`src/qie_defines.svh`:
```
// constants of the invalidation engine
`ifndef QIE_DEFINES_SVH
`define QIE_DEFINES_SVH

`define QIE_ADDR_W        8
`define QIE_A_CTRL        8'h00
`define QIE_A_STAT        8'h04
`define QIE_A_BASE_LO     8'h08
`define QIE_A_BASE_HI     8'h0c
`define QIE_A_QSIZE       8'h10
`define QIE_A_HEAD        8'h14
`define QIE_A_TAIL        8'h18

`define QIE_CTRL_EN       0
`define QIE_STAT_QMES     0
`define QIE_STAT_QEF      1
`define QIE_STAT_ITF      2

`define QIE_PTR_W         15
`define QIE_QSIZE_W       3
`define QIE_BASE_W        52
`define QIE_BASE_LSB      12
`define QIE_QMIN          16'h0100

`define QIE_T_NONE        4'h0
`define QIE_T_CC          4'h1
`define QIE_T_PC          4'h7
`define QIE_F_TYPE        3:0
`define QIE_F_GRAN        5:4
`define QIE_F_DID         31:16
`define QIE_F_SID         47:32
`define QIE_F_FM          49:48
`define QIE_F_PASID       51:32

`define QIE_CC_RSVD       2'b00
`define QIE_CC_GLOBAL     2'b01
`define QIE_CC_DOMAIN     2'b10
`define QIE_CC_DEVICE     2'b11
`define QIE_PC_ALL        2'b00
`define QIE_PC_SEL        2'b01

`define QIE_RESP_OKAY     2'b00
`define QIE_RESP_SLVERR   2'b10

`endif

```
`src/qie_pkg.sv`:
```
// types shared by the invalidation engine modules
`include "qie_defines.svh"
package qie_pkg;

   typedef enum logic [4:0] {
      ST_IDLE  = 5'h01,
      ST_REQ   = 5'h02,
      ST_WAIT  = 5'h04,
      ST_FLUSH = 5'h08,
      ST_ISSUE = 5'h10
   } qie_state_t;

   typedef struct packed {
      qie_state_t                st;
      logic                      ctrl_en;
      logic                      qmes;
      logic                      qef;
      logic                      itf;
      logic [`QIE_BASE_W-1:0]    base;
      logic [`QIE_QSIZE_W-1:0]   qsize;
      logic [`QIE_PTR_W-1:0]     head;
      logic [`QIE_PTR_W-1:0]     tail;
      logic [63:0]               mem_addr;
      logic [127:0]              desc;
      logic [3:0]                o_type;
      logic [1:0]                o_gran;
      logic [15:0]               o_did;
      logic [15:0]               o_sid;
      logic [1:0]                o_fm;
      logic [19:0]               o_pasid;
   } qie_core_t;

   typedef struct packed {
      logic                      aw_held;
      logic [`QIE_ADDR_W-1:0]    awaddr;
      logic                      w_held;
      logic [31:0]               wdata;
      logic [3:0]                wstrb;
      logic                      bvalid;
      logic [1:0]                bresp;
      logic                      rvalid;
      logic [31:0]               rdata;
      logic [1:0]                rresp;
   } qie_port_t;

endpackage : qie_pkg

```
`src/qie_axil_port.sv`:
```
// axi4-lite slave front end producing register strobes
`timescale 1ns/1ps
`include "qie_defines.svh"
module qie_axil_port (
   input  wire logic                   aclk,
   input  wire logic                   aresetn,
   input  wire logic                   s_axil_awvalid,
   output logic                        s_axil_awready,
   input  wire logic [`QIE_ADDR_W-1:0] s_axil_awaddr,
   input  wire logic                   s_axil_wvalid,
   output logic                        s_axil_wready,
   input  wire logic [31:0]            s_axil_wdata,
   input  wire logic [3:0]             s_axil_wstrb,
   output logic                        s_axil_bvalid,
   input  wire logic                   s_axil_bready,
   output logic [1:0]                  s_axil_bresp,
   input  wire logic                   s_axil_arvalid,
   output logic                        s_axil_arready,
   input  wire logic [`QIE_ADDR_W-1:0] s_axil_araddr,
   output logic                        s_axil_rvalid,
   input  wire logic                   s_axil_rready,
   output logic [31:0]                 s_axil_rdata,
   output logic [1:0]                  s_axil_rresp,
   output logic                        wr_en,
   output logic [`QIE_ADDR_W-1:0]      wr_addr,
   output logic [31:0]                 wr_data,
   output logic [3:0]                  wr_strb,
   input  wire logic                   wr_ok,
   output logic [`QIE_ADDR_W-1:0]      rd_addr,
   input  wire logic [31:0]            rd_data,
   input  wire logic                   rd_ok
);

   qie_pkg::qie_port_t r;
   qie_pkg::qie_port_t next_r;

   // address and data are held apart so either may arrive first
   assign s_axil_awready = !r.aw_held && !r.bvalid;
   assign s_axil_wready  = !r.w_held && !r.bvalid;
   assign s_axil_arready = !r.rvalid;
   assign s_axil_bvalid  = r.bvalid;
   assign s_axil_bresp   = r.bresp;
   assign s_axil_rvalid  = r.rvalid;
   assign s_axil_rdata   = r.rdata;
   assign s_axil_rresp   = r.rresp;
   assign wr_en          = r.aw_held && r.w_held;
   assign wr_addr        = r.awaddr;
   assign wr_data        = r.wdata;
   assign wr_strb        = r.wstrb;
   assign rd_addr        = s_axil_araddr;

   // one write and one read in flight
   always_comb begin
      next_r = r;
      if (s_axil_awvalid && s_axil_awready) begin
         next_r.aw_held = 1'b1;
         next_r.awaddr  = s_axil_awaddr;
      end
      if (s_axil_wvalid && s_axil_wready) begin
         next_r.w_held = 1'b1;
         next_r.wdata  = s_axil_wdata;
         next_r.wstrb  = s_axil_wstrb;
      end
      if (wr_en) begin
         next_r.aw_held = 1'b0;
         next_r.w_held  = 1'b0;
         next_r.bvalid  = 1'b1;
         next_r.bresp   = wr_ok ? `QIE_RESP_OKAY : `QIE_RESP_SLVERR;
      end else if (r.bvalid && s_axil_bready) begin
         next_r.bvalid = 1'b0;
      end
      if (s_axil_arvalid && s_axil_arready) begin
         next_r.rvalid = 1'b1;
         next_r.rdata  = rd_ok ? rd_data : 32'h0000_0000; // unmapped reads as zero
         next_r.rresp  = rd_ok ? `QIE_RESP_OKAY : `QIE_RESP_SLVERR;
      end else if (r.rvalid && s_axil_rready) begin
         next_r.rvalid = 1'b0;
      end
   end

   always_ff @(posedge aclk) begin
      if (!aresetn) begin
         r <= '0;
      end else begin
         r <= next_r;
      end
   end

endmodule : qie_axil_port

```
`src/qie_desc_decode.sv`:
```
// combinational decode of one 128-bit invalidation descriptor
`timescale 1ns/1ps
`include "qie_defines.svh"
module qie_desc_decode #(
   parameter int DID_W      = 16,
   parameter bit WRITE_BUFFER_FLUSH_REQUIRED       = 1'b1,
   parameter bit CC_DEV_SEL = 1'b1,
   parameter bit PC_SEL     = 1'b1
) (
   input  wire logic [127:0] desc,
   output logic [3:0]        dtype,
   output logic              dvalid,
   output logic [1:0]        gran,
   output logic [15:0]       domain_identifier,
   output logic [15:0]       source_identifier,
   output logic [1:0]        fm,
   output logic [19:0]       pasid,
   output logic              flush
);

   localparam logic [15:0] DID_MASK = 16'((32'h1 << DID_W) - 32'h1);

   generate
      if (DID_W < 1 || DID_W > 16) begin : g_bad_did
         $error("domain identifier width must be 1 to 16");
      end
   endgenerate

   // unused fields forced to zero
   always_comb begin
      dtype  = desc[`QIE_F_TYPE];
      gran   = desc[`QIE_F_GRAN];
      dvalid = dtype != `QIE_T_NONE;
      domain_identifier    = 16'h0000;
      source_identifier    = 16'h0000;
      fm     = 2'b00;
      pasid  = 20'h00000;
      flush  = 1'b0;
      if (dtype == `QIE_T_CC) begin
         dvalid = gran != `QIE_CC_RSVD;
         if (gran == `QIE_CC_DEVICE && !CC_DEV_SEL) begin
            gran = `QIE_CC_DOMAIN;
         end
         if (gran != `QIE_CC_GLOBAL) begin
            domain_identifier = desc[`QIE_F_DID] & DID_MASK;
         end
         if (gran == `QIE_CC_DEVICE) begin
            source_identifier = desc[`QIE_F_SID];
            fm  = desc[`QIE_F_FM];
         end
         flush = WRITE_BUFFER_FLUSH_REQUIRED;
      end else if (dtype == `QIE_T_PC) begin
         dvalid = gran == `QIE_PC_ALL || gran == `QIE_PC_SEL;
         if (gran == `QIE_PC_SEL && !PC_SEL) begin
            gran = `QIE_PC_ALL;
         end
         domain_identifier = desc[`QIE_F_DID] & DID_MASK;
         if (gran == `QIE_PC_SEL) begin
            pasid = desc[`QIE_F_PASID];
         end
         flush = WRITE_BUFFER_FLUSH_REQUIRED;
      end
   end

endmodule : qie_desc_decode

```
`src/qie_engine.sv`:
```
// queued invalidation engine: register file, queue fetch sequencer and command issue
//
// The implementer's own choices: register access over AXI4-Lite and the address map.
`timescale 1ns/1ps
`include "qie_defines.svh"
module qie_engine #(
   parameter int DID_W      = 16,
   parameter bit WRITE_BUFFER_FLUSH_REQUIRED       = 1'b1,
   parameter bit CC_DEV_SEL = 1'b1,
   parameter bit PC_SEL     = 1'b1
) (
   input  wire logic                   aclk,
   input  wire logic                   aresetn,
   input  wire logic                   s_axil_awvalid,
   output logic                        s_axil_awready,
   input  wire logic [`QIE_ADDR_W-1:0] s_axil_awaddr,
   input  wire logic                   s_axil_wvalid,
   output logic                        s_axil_wready,
   input  wire logic [31:0]            s_axil_wdata,
   input  wire logic [3:0]             s_axil_wstrb,
   output logic                        s_axil_bvalid,
   input  wire logic                   s_axil_bready,
   output logic [1:0]                  s_axil_bresp,
   input  wire logic                   s_axil_arvalid,
   output logic                        s_axil_arready,
   input  wire logic [`QIE_ADDR_W-1:0] s_axil_araddr,
   output logic                        s_axil_rvalid,
   input  wire logic                   s_axil_rready,
   output logic [31:0]                 s_axil_rdata,
   output logic [1:0]                  s_axil_rresp,
   output logic                        mem_req_valid,
   input  wire logic                   mem_req_ready,
   output logic [63:0]                 mem_req_addr,
   input  wire logic                   mem_rsp_valid,
   output logic                        mem_rsp_ready,
   input  wire logic [127:0]           mem_rsp_data,
   input  wire logic                   mem_rsp_err,
   output logic                        wbf_req,
   input  wire logic                   wbf_done,
   input  wire logic                   timeout_event,
   output logic                        inv_valid,
   input  wire logic                   inv_ready,
   output logic [3:0]                  inv_type,
   output logic [1:0]                  inv_gran,
   output logic [15:0]                 inv_did,
   output logic [15:0]                 inv_sid,
   output logic [1:0]                  inv_fm,
   output logic [19:0]                 inv_pasid,
   output logic [127:0]                inv_desc,
   output logic                        queued_mode_enabled_status
);

   localparam qie_pkg::qie_core_t CORE_RST = '{st: qie_pkg::ST_IDLE, default: '0};

   qie_pkg::qie_core_t r;
   qie_pkg::qie_core_t next_r;

   logic                   wr_en;
   logic [`QIE_ADDR_W-1:0] wr_addr;
   logic [31:0]            wr_data;
   logic [3:0]             wr_strb;
   logic                   wr_ok;
   logic [`QIE_ADDR_W-1:0] rd_addr;
   logic [31:0]            rd_data;
   logic                   rd_ok;
   logic [3:0]             d_type;
   logic                   d_valid;
   logic [1:0]             d_gran;
   logic [15:0]            d_did;
   logic [15:0]            d_sid;
   logic [1:0]             d_fm;
   logic [19:0]            d_pasid;
   logic                   d_flush;
   logic                   fetch_ok;

   // byte-lane merge of a bus write into a stored word
   function automatic logic [31:0] qie_merge(input logic [31:0] old_v,
                                             input logic [31:0] new_v,
                                             input logic [3:0]  strb);
      logic [31:0] res;
      res = old_v;
      for (int i = 0; i < 4; i++) begin
         if (strb[i]) begin
            res[8*i +: 8] = new_v[8*i +: 8];
         end
      end
      return res;
   endfunction : qie_merge

   // slot count is 256 << qsize; the last slot rolls over to zero
   function automatic logic [`QIE_PTR_W-1:0] qie_wrap_inc(input logic [`QIE_PTR_W-1:0] p,
                                                          input logic [`QIE_QSIZE_W-1:0] qs);
      logic [15:0] lim;
      logic [15:0] nxt;
      lim = `QIE_QMIN << qs;
      nxt = {1'b0, p} + 16'h0001;
      return (nxt >= lim) ? '0 : nxt[`QIE_PTR_W-1:0];
   endfunction : qie_wrap_inc

   // word-aligned address compare
   function automatic logic qie_hit(input logic [`QIE_ADDR_W-1:0] a,
                                    input logic [`QIE_ADDR_W-1:0] off);
      return {a[`QIE_ADDR_W-1:2], 2'b00} == off;
   endfunction : qie_hit

   qie_axil_port u_port (
      .aclk           (aclk),
      .aresetn        (aresetn),
      .s_axil_awvalid (s_axil_awvalid),
      .s_axil_awready (s_axil_awready),
      .s_axil_awaddr  (s_axil_awaddr),
      .s_axil_wvalid  (s_axil_wvalid),
      .s_axil_wready  (s_axil_wready),
      .s_axil_wdata   (s_axil_wdata),
      .s_axil_wstrb   (s_axil_wstrb),
      .s_axil_bvalid  (s_axil_bvalid),
      .s_axil_bready  (s_axil_bready),
      .s_axil_bresp   (s_axil_bresp),
      .s_axil_arvalid (s_axil_arvalid),
      .s_axil_arready (s_axil_arready),
      .s_axil_araddr  (s_axil_araddr),
      .s_axil_rvalid  (s_axil_rvalid),
      .s_axil_rready  (s_axil_rready),
      .s_axil_rdata   (s_axil_rdata),
      .s_axil_rresp   (s_axil_rresp),
      .wr_en          (wr_en),
      .wr_addr        (wr_addr),
      .wr_data        (wr_data),
      .wr_strb        (wr_strb),
      .wr_ok          (wr_ok),
      .rd_addr        (rd_addr),
      .rd_data        (rd_data),
      .rd_ok          (rd_ok)
   );

   // decode straight off the response so the check precedes any head move
   qie_desc_decode #(
      .DID_W      (DID_W),
      .WRITE_BUFFER_FLUSH_REQUIRED       (WRITE_BUFFER_FLUSH_REQUIRED),
      .CC_DEV_SEL (CC_DEV_SEL),
      .PC_SEL     (PC_SEL)
   ) u_dec (
      .desc   (mem_rsp_data),
      .dtype  (d_type),
      .dvalid (d_valid),
      .gran   (d_gran),
      .domain_identifier    (d_did),
      .source_identifier    (d_sid),
      .fm     (d_fm),
      .pasid  (d_pasid),
      .flush  (d_flush)
   );

   // read mux; head and tail read as slot indices
   always_comb begin
      rd_ok   = 1'b1;
      rd_data = 32'h0000_0000;
      if (qie_hit(rd_addr, `QIE_A_CTRL)) begin
         rd_data[`QIE_CTRL_EN] = r.ctrl_en;
      end else if (qie_hit(rd_addr, `QIE_A_STAT)) begin
         rd_data[`QIE_STAT_QMES] = r.qmes;
         rd_data[`QIE_STAT_QEF]  = r.qef;
         rd_data[`QIE_STAT_ITF]  = r.itf;
      end else if (qie_hit(rd_addr, `QIE_A_BASE_LO)) begin
         rd_data[31:`QIE_BASE_LSB] = r.base[31-`QIE_BASE_LSB:0];
      end else if (qie_hit(rd_addr, `QIE_A_BASE_HI)) begin
         rd_data = r.base[`QIE_BASE_W-1:32-`QIE_BASE_LSB];
      end else if (qie_hit(rd_addr, `QIE_A_QSIZE)) begin
         rd_data[`QIE_QSIZE_W-1:0] = r.qsize;
      end else if (qie_hit(rd_addr, `QIE_A_HEAD)) begin
         rd_data[`QIE_PTR_W-1:0] = r.head;
      end else if (qie_hit(rd_addr, `QIE_A_TAIL)) begin
         rd_data[`QIE_PTR_W-1:0] = r.tail;
      end else begin
         rd_ok = 1'b0;
      end
   end

   // remap enables deliberately left out
   assign fetch_ok = r.qmes && (r.head != r.tail) && !r.qef && !r.itf;

   // register writes first, then hardware updates, so a set beats a clear
   always_comb begin
      logic [31:0] m;
      next_r = r;
      wr_ok  = 1'b1;
      m      = qie_merge(32'h0000_0000, wr_data, wr_strb);
      if (wr_en) begin
         if (qie_hit(wr_addr, `QIE_A_CTRL)) begin
            if (wr_strb[0]) begin
               next_r.ctrl_en = wr_data[`QIE_CTRL_EN];
            end
         end else if (qie_hit(wr_addr, `QIE_A_STAT)) begin
            // error flags are write-one-to-clear
            if (m[`QIE_STAT_QEF]) begin
               next_r.qef = 1'b0;
            end
            if (m[`QIE_STAT_ITF]) begin
               next_r.itf = 1'b0;
            end
         end else if (qie_hit(wr_addr, `QIE_A_BASE_LO)) begin
            // queue geometry is frozen while enabled so fetch addresses stay coherent
            if (!r.qmes) begin
               m = qie_merge({r.base[31-`QIE_BASE_LSB:0], 12'h000}, wr_data, wr_strb);
               next_r.base[31-`QIE_BASE_LSB:0] = m[31:`QIE_BASE_LSB];
            end
         end else if (qie_hit(wr_addr, `QIE_A_BASE_HI)) begin
            if (!r.qmes) begin
               next_r.base[`QIE_BASE_W-1:32-`QIE_BASE_LSB] =
                  qie_merge(r.base[`QIE_BASE_W-1:32-`QIE_BASE_LSB], wr_data, wr_strb);
            end
         end else if (qie_hit(wr_addr, `QIE_A_QSIZE)) begin
            if (!r.qmes && wr_strb[0]) begin
               next_r.qsize = wr_data[`QIE_QSIZE_W-1:0];
            end
         end else if (qie_hit(wr_addr, `QIE_A_TAIL)) begin
            m = qie_merge({17'h00000, r.tail}, wr_data, wr_strb);
            next_r.tail = m[`QIE_PTR_W-1:0];
         end else if (!qie_hit(wr_addr, `QIE_A_HEAD)) begin
            wr_ok = 1'b0; // unmapped address
         end
      end
      if (timeout_event) begin
         next_r.itf = 1'b1;
      end
      case (r.st)
         qie_pkg::ST_IDLE: begin
            // enable and disable act only between descriptors
            if (r.qmes && !r.ctrl_en) begin
               next_r.qmes = 1'b0;
               next_r.head = '0;
            end else if (!r.qmes && r.ctrl_en) begin
               next_r.qmes = 1'b1;
            end else if (fetch_ok) begin
               next_r.mem_addr = {r.base, 12'h000}
                               + {45'h0, r.head, 4'h0};
               next_r.st = qie_pkg::ST_REQ;
            end
         end
         qie_pkg::ST_REQ: begin
            if (mem_req_ready) begin
               next_r.st = qie_pkg::ST_WAIT;
            end
         end
         qie_pkg::ST_WAIT: begin
            if (mem_rsp_valid) begin
               if (mem_rsp_err || !d_valid) begin
                  next_r.qef = 1'b1; // head stays on the bad slot
                  next_r.st  = qie_pkg::ST_IDLE;
               end else begin
                  next_r.desc    = mem_rsp_data;
                  next_r.o_type  = d_type;
                  next_r.o_gran  = d_gran;
                  next_r.o_did   = d_did;
                  next_r.o_sid   = d_sid;
                  next_r.o_fm    = d_fm;
                  next_r.o_pasid = d_pasid;
                  next_r.st = d_flush ? qie_pkg::ST_FLUSH : qie_pkg::ST_ISSUE;
               end
            end
         end
         qie_pkg::ST_FLUSH: begin
            if (wbf_done) begin
               next_r.st = qie_pkg::ST_ISSUE;
            end
         end
         qie_pkg::ST_ISSUE: begin
            if (inv_ready) begin
               next_r.head = qie_wrap_inc(r.head, r.qsize);
               next_r.st   = qie_pkg::ST_IDLE;
            end
         end
         default: begin
            next_r.st = qie_pkg::ST_IDLE;
         end
      endcase
   end

   always_ff @(posedge aclk) begin
      if (!aresetn) begin
         r <= CORE_RST;
      end else begin
         r <= next_r;
      end
   end

   // handshakes from state, payloads from flops
   assign mem_req_valid = r.st == qie_pkg::ST_REQ;
   assign mem_req_addr  = r.mem_addr;
   assign mem_rsp_ready = r.st == qie_pkg::ST_WAIT;
   assign wbf_req       = r.st == qie_pkg::ST_FLUSH;
   assign inv_valid     = r.st == qie_pkg::ST_ISSUE;
   assign inv_type      = r.o_type;
   assign inv_gran      = r.o_gran;
   assign inv_did       = r.o_did;
   assign inv_sid       = r.o_sid;
   assign inv_fm        = r.o_fm;
   assign inv_pasid     = r.o_pasid;
   assign inv_desc      = r.desc;
   assign queued_mode_enabled_status = r.qmes;

endmodule : qie_engine

```
`config.mk`:
```
export PLATFORM = sky130hd
export DESIGN_NAME = qie_engine
export DESIGN_NICKNAME = d
export VERILOG_FILES = /design/src/qie_pkg.sv /design/src/qie_axil_port.sv /design/src/qie_desc_decode.sv /design/src/qie_engine.sv
export VERILOG_INCLUDE_DIRS = /design/src
export SDC_FILE = /design/constraint.sdc
export NUM_CORES = 1
export LEC_CHECK = 0
export ABC_AREA = 1
export BUFFER_PORTS_ARGS = -buffer_cell sky130_fd_sc_hd__buf_2
export CAP_MARGIN = 40
export CORE_ASPECT_RATIO = 0.8
export CORE_MARGIN = 5
export CORE_UTILIZATION = 56
export CTS_CLUSTER_SIZE = 25
export DETAILED_ROUTE_END_ITERATION = 8
export PLACE_DENSITY_LB_ADDON = 0.3
export SYNTH_ARGS = -nofsm -noshare
export SYNTH_HDL_FRONTEND = slang
export SYNTH_HIERARCHICAL = 1
export SYNTH_SLANG_ARGS = --single-unit
```
`constraint.sdc`:
```
create_clock -name aclk -period 3.2 [get_ports aclk]
set_input_delay 0.16 -clock aclk [delete_from_list [all_inputs] [get_ports aclk]]
set_output_delay 0.16 -clock aclk [all_outputs]
set_load 0.005 [all_outputs]
```
# Word-level counts from Yosys, hierarchy flattened
# Index checks and enable logic that the tools add are counted.
# op_classes
n_eq_ne	32
shift	1
add_sub_neg	2
n_lt_le_gt_ge	1
n_mux	96
bitwise_logic	10
n_reduce_logical	55
# ops
op	n
2-to-1 mux 15 bit	11
2-to-1 mux 32 bit	4
2-to-1 mux 20 bit	6
2-to-1 mux 57 bit	2
2-to-1 mux 16 bit	5
adder 64 x 19 -> 64 bit	1
2-to-1 mux 8 bit	7
2-to-1 mux 55 bit	1
2-to-1 mux 5 bit	9
AND reduction 7 bit	6
equality test 6 x 3 -> 1 bit, second input constant	6
2-to-1 mux 1 bit	32
2-to-1 mux 31 bit	1
case mux 15 bit (2 select lines)	1
2-to-1 mux 29 bit	1
case mux 5 bit (5 select lines)	1
equality test 6 x 2 -> 1 bit, second input constant	4
2-to-1 mux 12 bit	2
2-to-1 mux 3 bit	7
AND reduction 6 bit	3
2-to-1 mux 17 bit	1
adder 15 x 1 -> 16 bit, second input constant	1
greater-or-equal comparator 16 bit	1
AND reduction 8 bit	2
other kinds (27)	82
# word_totals
regBits	430
output_inout_bits	298
word_cells	231
inputBits	193

# Logic depth before layout (Yosys ltp)
# Gate-level depths: netlist (run 1).
# depth
word_depth	14
ltp_mapped	17
depth_no_buf	17

# Modules after synthesis
# The synthesis (run 1) kept the hierarchy.
# modules_own_cells
mod	area_each_um2	cells_each	n_inst	seq_area_each_um2
qie_engine	17913.4	2616	1	6846.6
qie_axil_port	4309.1	646	1	1641.6
qie_desc_decode	845.8	152	1	0.0

# Worst setup path before layout (run 1)
# No wires, ideal clock.
# synth_path
path_kind	register to register
start	register r[268] (netlist name)
end	register r[273] (netlist name)
slack_ps	743
setup_time_ps	70
stages_incl_launch_ff	16
t_arrival_ps	2386
period_less_slack_ps	2457
n_path_buf	1
required_ps	3130
path_cell_list	dfxtp_1 ha_1 nand2_1 nor2_1 nand3_1 nor2_1 xor2_1 inv_1 ha_1 nand2_1 o21a_1 nand2_1 a21oi_1 clkbuf_1 nand4_1 a21oi_1
# synth_between
elab_chain_len	5
# synth_lines
item	line	source
from (decl)	qie_engine.sv:55	qie_pkg::qie_core_t r;
from (signal assigned)	qie_engine.sv:283	r <= next_r;
adder 15 x 1 -> 16 bit (*)	qie_engine.sv:96	nxt = {1'b0, p} + 16'h0001;
greater-or-equal comparator 16 bit	qie_engine.sv:97	return (nxt >= lim) ? '0 : nxt[`QIE_PTR_W-1:0];
2-to-1 mux 15 bit (*)	qie_engine.sv:97	
2-to-1 mux 15 bit (*)	qie_engine.sv:268	if (inv_ready) begin
case mux 15 bit (2 select lines) (*)	qie_engine.sv:226	case (r.st)
# Mark *: on every way between the ends. The rest lies on a longest branch, timed or not. The select of a mux whose other input is x is not followed.
# A chain may end at the register's enable or synchronous reset.

# Final worst setup path (run 1)
# layout_path
start	register r[271] (netlist name)
end	register r[271] (netlist name)
# Same word-level chain as after synthesis.

==> impl_metrics.env, run 1 <==
export IMPL_outcome="finished clean"
export IMPL_port_buffers=480
export IMPL_reg2regPathDepth=16
export IMPL_cts_tree="yes"
export IMPL_total_power_mw=11.9
export IMPL_pwr_share_seq=0.467
export IMPL_dieArea_um2=45200
export IMPL_crit_arrival_ns=3.42
export IMPL_place_gp_congestion=1.03
export IMPL_postLayoutCellArea_um2=26200
export IMPL_finalSetupTns_ns=0
export IMPL_drive_gt1_frac=0.172
export IMPL_wl_per_cell_um=16.6
export IMPL_p_leak_nw=13.1
export IMPL_core_region_area_um2=40500
export IMPL_worst_slew_pin_slew_ns=0.887
export IMPL_clock_latency_ns=0.56
export IMPL_reg2reg_to="r[271]$_SDFFE_PN0P_"
export IMPL_htreeDepth=2
export IMPL_whs_ns=0.0391
export IMPL_initial_core_util=0.566
export IMPL_hold_class="primary input to flip-flop"
export IMPL_grt_max_degree=186
export IMPL_startpoint="r[271]$_SDFFE_PN0P_"
export IMPL_wl_um=70000
export IMPL_pre_cts_ws_ns=0.323
export IMPL_clockRootBuffer="clkbuf_16"
export IMPL_finalCritPeriodShare=0.919
export IMPL_p_sw_mw=3.04
export IMPL_yosysWarnings=6
export IMPL_syn_area_per_cell_um2=6.76
export IMPL_combinationalPowerShare=0.112
export IMPL_drc_errors=0
export IMPL_slew_headroom=0.405
export IMPL_clkTransAtPathRegs_ns=0.06
export IMPL_fin_skew_ns=0.0201
export IMPL_setup_slack_ns=0.258
export IMPL_placed_cells=3960
export IMPL_multi_input_area_um2=9180
export IMPL_grt_setup_unrepaired="no"
export IMPL_rrSetupSlack_ns=0.26
export IMPL_swShare=0.256
export IMPL_vdd_drop_max_mv=0.356
export IMPL_grt_pass1_vias=19600
export IMPL_timing_fmax_mhz=340
export IMPL_numCtsBuffers=43
export IMPL_die_h_um=191
export IMPL_drt_initial_drc_count=2157
export IMPL_drt_antenna_violating_nets=0
export IMPL_firstDrtPassIters=5
export IMPL_synthCells=3398
export IMPL_pwr_share_clk=0.421
export IMPL_seq_area_um2=8450
export IMPL_critPathCaptureType="flip-flop"
export IMPL_worstSetupPathType="flip-flop to flip-flop"
export IMPL_path_max_fanout=11
export IMPL_antenna_found_initial=4
export IMPL_final_min_clock_period_ns=2.94
export IMPL_intPower_mw=8.83
export IMPL_dpl_hpwl_um=49300
export IMPL_syn_to_final_growth_pct=14.2
export IMPL_drv_cap=0
export IMPL_clock_sinks=422
export IMPL_placed_cell_area_um2=23100
export IMPL_fin_cells=4215
export IMPL_critPathCapture="r[271]$_SDFFE_PN0P_"
export IMPL_grt_remaining_overflow=0
export IMPL_startpoint_type="flip-flop"
export IMPL_final_util=0.647
export IMPL_drv_slew=0
export IMPL_synth_area_um2=23000
export IMPL_vias=21500
export IMPL_nets=3849
export IMPL_power_density_nw_per_um2=453
export IMPL_hold_viol=0
export IMPL_track_usage=0.294
export IMPL_rows=66
export IMPL_cts_buffer_depth=3
export IMPL_setup_viol=0
export IMPL_viasPerCell=5.09
export IMPL_ios=491
export IMPL_reg2reg_from="r[271]$_SDFFE_PN0P_"
export IMPL_grt_pass1_wl_um=108000
export IMPL_die_w_um=236
export IMPL_nFillCells=3618
export IMPL_critPathRequiredTime_ns=3.68
-- sequential cells by signal, indices dropped and copies added, names as in the netlist --
register                    cells
u_port/s_axil_rresp             1
inv_desc                      128
u_port/s_axil_bvalid            1
u_port/s_axil_bresp             1
inv_gran                        2
u_port/wr_addr                  6
inv_did                        16
r                              93
u_port/s_axil_rdata            32
u_port/s_axil_rvalid            1
inv_fm                          2
inv_sid                        16
u_port/r                        2
inv_type                        4
u_port/wr_data                 32
mem_req_addr                   60
u_port/wr_strb                  4
inv_pasid                      20
queued_mode_enabled_status      1
-- worst min-delay path by stage --
stage | cells after the start | slack [ns] | endpoint | startpoint
floorplan | 2 | 0.29 | inv_desc[0]$_SDFFE_PN0P_ | mem_rsp_data[0]
CTS | 3 | 0.0003 | u_port/wr_addr[4]$_SDFFE_PN0P_ | s_axil_awvalid
global route | 3 | 0.05 | u_port/r[83]$_SDFFE_PP0P_ | s_axil_awvalid
global placement | 3 | 0.39 | inv_desc[52]$_SDFFE_PN0P_ | mem_rsp_data[52]
detailed placement | 3 | 0.40 | inv_desc[56]$_SDFFE_PN0P_ | mem_rsp_data[56]
finish | 3 | 0.04 | u_port/wr_addr[4]$_SDFFE_PN0P_ | s_axil_awvalid
-- layout by cell type, fill, tap and decap left out, types with 12 or more instances in the layout --
master,instances
nand2_1,617
inv_1,521
buf_2,479
dfxtp_1,422
a21oi_1,348
nor2_1,316
o21ai_0,308
dlygate4sd3_1,176
nand3_1,142
clkbuf_16,44
nor3_1,39
xor2_1,29
nor3_2,25
nand4_1,24
buf_4,23
o21ai_1,20
ha_1,18
clkbuf_1,12
-- per-layer routing --
layer / routed length (µm) / vias to the layer above / track usage
met3: 6270 / 128 / 0.0584
met5: 13 / - / 0
met4: 1970 / 2 / 0.0819
met2: 30400 / 918 / 0.451
li1: - / 10800 / -
met1: 31400 / 9633 / 0.423
-- power groups by stage --
stage	clock network (mW)	registers, mW	logic (mW)
6_report	4.99	5.54	1.33
5_1_grt	5.26	5.55	1.49
4_1_cts	5.07	5.53	1.30
3_5_place_dp	0	5.64	1.13
3_3_place_gp	0	5.64	1.11
2_1_floorplan	0	5.61	0.957
-- final cells by class --
| class | count | area share |
|---|---|---|
| antenna | 4 | 0.000382 |
| clock buffer | 63 | 0.0474 |
| clock inverter | 12 | 0.00492 |
| inverter | 531 | 0.0760 |
| multi-input combinational | 1951 | 0.350 |
| sequential | 422 | 0.322 |
| tap | 544 | 0.0260 |
| timing repair buffer | 688 | 0.173 |
-- repair_timing --
item | in CTS | in global routing
setup endpoints to repair | 0 | 0
setup buffers | 0 | 0
resized for setup | 0 | 0
hold endpoints to repair | 235 | 0
hold buffers | 176 | 0
-- worst max-delay path, stage by stage (launching register included) --
cell,delay [ns]
dfxtp_1,0.46
nand3_1,0.11
nor2_1,0.18
nand3_1,0.17
nor3_1,0.20
nand3_1,0.09
nor3_1,0.27
ha_1,0.31
a21oi_1,0.14
o21a_1,0.13
nand2_1,0.05
a21oi_1,0.23
buf_12,0.17
nand2_1,0.05
nand2_1,0.06
nand2_1,0.11
nor2_1,0.16
Power figures use the tool's default switching activity.
==> run 2: changes to the inputs <==
==> constraint.sdc (replaced) <==
create_clock -name aclk -period 3.2 [get_ports aclk]
set_input_delay 0.16 -clock aclk [delete_from_list [all_inputs] [get_ports aclk]]
set_output_delay 0.16 -clock aclk [all_outputs]
set_load 0.05 [all_outputs]
==> run 2 against run 1 <==
  * Fmax is 0.75% higher
  * Sequential cell count did not move
  * Cell area is 0.69% higher
  * Power increased by 8.2%
  * Utilization rose by 0.45 points
  * Sequential share of layout area decreased by 0.22 points
  * Via count up 0.55%
  * Cell count about the same
  * Sequential power is essentially flat
  * Global-route usage up 0.22 points
  * Clock skew rose by 0.0070 ns
  * Largest power group is now clock
==> impl_metrics.env, run 2 (synthesis results as in run 1) <==
export IMPL_outcome="finished clean"
export IMPL_final_cell_mix="nand2_1, inv_1, buf_2, dfxtp_1, a21oi_1"
export IMPL_critPathCaptureType="flip-flop"
export IMPL_worst_slew_pin_slew_ns=0.895
export IMPL_vdd_drop_max_mv=0.305
export IMPL_nets=3843
export IMPL_antenna_found_initial=4
export IMPL_syn_to_final_growth_pct=15.0
export IMPL_hold_class="primary input to flip-flop"
export IMPL_clkTransAtPathRegs_ns=0.07
export IMPL_initial_core_util=0.566
export IMPL_finalSetupTns_ns=0
export IMPL_drv_cap=0
export IMPL_hold_viol=0
export IMPL_wl_per_cell_um=16.8
export IMPL_final_util=0.651
export IMPL_finalCritPeriodShare=0.913
export IMPL_pre_cts_ws_ns=0.288
export IMPL_firstDrtPassIters=7
export IMPL_drt_antenna_violating_nets=0
export IMPL_vias=21600
export IMPL_worstSetupPathType="primary input to flip-flop"
export IMPL_drive_gt1_frac=0.174
export IMPL_startpoint_type="primary input"
export IMPL_track_usage=0.296
export IMPL_rows=66
export IMPL_setup_viol=0
export IMPL_critPathRequiredTime_ns=3.68
export IMPL_p_leak_nw=13.1
export IMPL_timing_fmax_mhz=342
export IMPL_crit_arrival_ns=3.40
export IMPL_grt_pass1_wl_um=109000
export IMPL_die_w_um=236
export IMPL_final_min_clock_period_ns=2.92
export IMPL_die_h_um=191
export IMPL_slew_headroom=0.400
export IMPL_power_density_nw_per_um2=486
export IMPL_path_max_fanout=158
export IMPL_multi_input_area_um2=9180
export IMPL_final_common_cell="nand2_1"
export IMPL_grt_setup_unrepaired="no"
export IMPL_fin_cells=4211
export IMPL_ios=491
export IMPL_dieArea_um2=45200
export IMPL_numCtsBuffers=42
export IMPL_cts_tree="yes"
export IMPL_seq_area_um2=8450
export IMPL_cts_buffer_depth=3
export IMPL_htreeDepth=2
export IMPL_grt_pass1_vias=19900
export IMPL_clock_latency_ns=0.57
export IMPL_drt_initial_drc_count=2324
export IMPL_nFillCells=3572
export IMPL_setup_slack_ns=0.280
export IMPL_clockRootBuffer="clkbuf_16"
export IMPL_fin_skew_ns=0.0271
export IMPL_placed_cells=3956
export IMPL_dpl_hpwl_um=49400
export IMPL_place_gp_congestion=1.00
export IMPL_viasPerCell=5.12
export IMPL_drc_errors=0
export IMPL_port_buffers=480
export IMPL_grt_remaining_overflow=0
export IMPL_clock_sinks=422
export IMPL_wl_um=70900
export IMPL_grt_max_degree=159
export IMPL_drv_slew=0
export IMPL_core_region_area_um2=40500
export IMPL_largest_reg_flops=128
[run 2: cell types whose count changed in the layout (fill, tap and decap cells not counted), sizes merged]
cell,change
bufinv,+7
clkbuf,-6
buf,-4
clkinv,-2
clkinvlp,+2
dlygate4sd3,-1
[run 2: what timing repair did]
action                                  4_1_cts  5_1_grt
gates resized for setup                       0        2
endpoints found under the setup margin        0        5
endpoints found under the hold margin       232        0
hold buffers                                175        0
setup buffers                                 0        0
[run 2: critical path, cell delays in order]
cell and delay, ns:
dlygate4sd3_1 0.53, buf_2 0.16, inv_1 0.08, nor2_4 0.47, o211ai_1 0.17, nand2_1 0.11, inv_1 0.04, nor2_1 0.26
inv_1 0.14, nor3b_4 0.32, buf_12 0.46, o21ai_0 0.23, a21oi_1 0.20
[run 2: path summary, 6_finish.rpt]
| check | start | endpoint | slack (ns) | cells after the start |
|---|---|---|---|---|
| max | mem_rsp_data[0] | inv_desc[21]$_SDFFE_PN0P_ | 0.28 | 13 |
| min | s_axil_awvalid | u_port/wr_addr[7]$_SDFFE_PN0P_ | 0.02 | 3 |
| max reg2reg | r[267]$_SDFFE_PN0P_ | r[270]$_SDFFE_PN0P_ | 0.30 | 16 |
| min reg2reg | u_port/s_axil_rdata[31]$_SDFFE_PN0P_ | u_port/s_axil_rdata[31]$_SDFFE_PN0P_ | 0.47 | 2 |
[run 2: layer usage]
metal	vias to the layer above	global-route usage	share of wire
met1	9755	0.415	0.44
met2	913	0.460	0.44
met3	146	0.0648	0.094
met4	2	0.0888	0.032
li1	10800	-	-
met5	-	0	0.00024
[run 2: stage by stage]
stage	area [µm²]	total power, mW	hold WS, ns
after global routing	26400	13.3	0.0261
after CTS	26400	12.9	0.0130
after detailed placement	23100	7.10	0.398
after floorplan	23000	6.90	0.288
after global placement	23000	7.08	0.395
final	26400	12.8	0.0226
[run 2: power by group]
group	switching, mW	leakage (nW)	internal (mW)
registers	0.118	3.42	5.42
logic	1.11	8.95	0.553
clock network	2.20	0.772	3.43
total	3.43	13.1	9.40
[run 2: final cells by class]
type                            count  area share
Clock buffer                       57      0.0465
Antenna cell                        4    0.000379
Inverter                          531      0.0755
Timing Repair Buffer              683       0.171
Tap cell                          544      0.0258
Sequential cell                   422       0.320
Clock inverter                     19      0.0132
Multi-Input combinational cell   1951       0.348
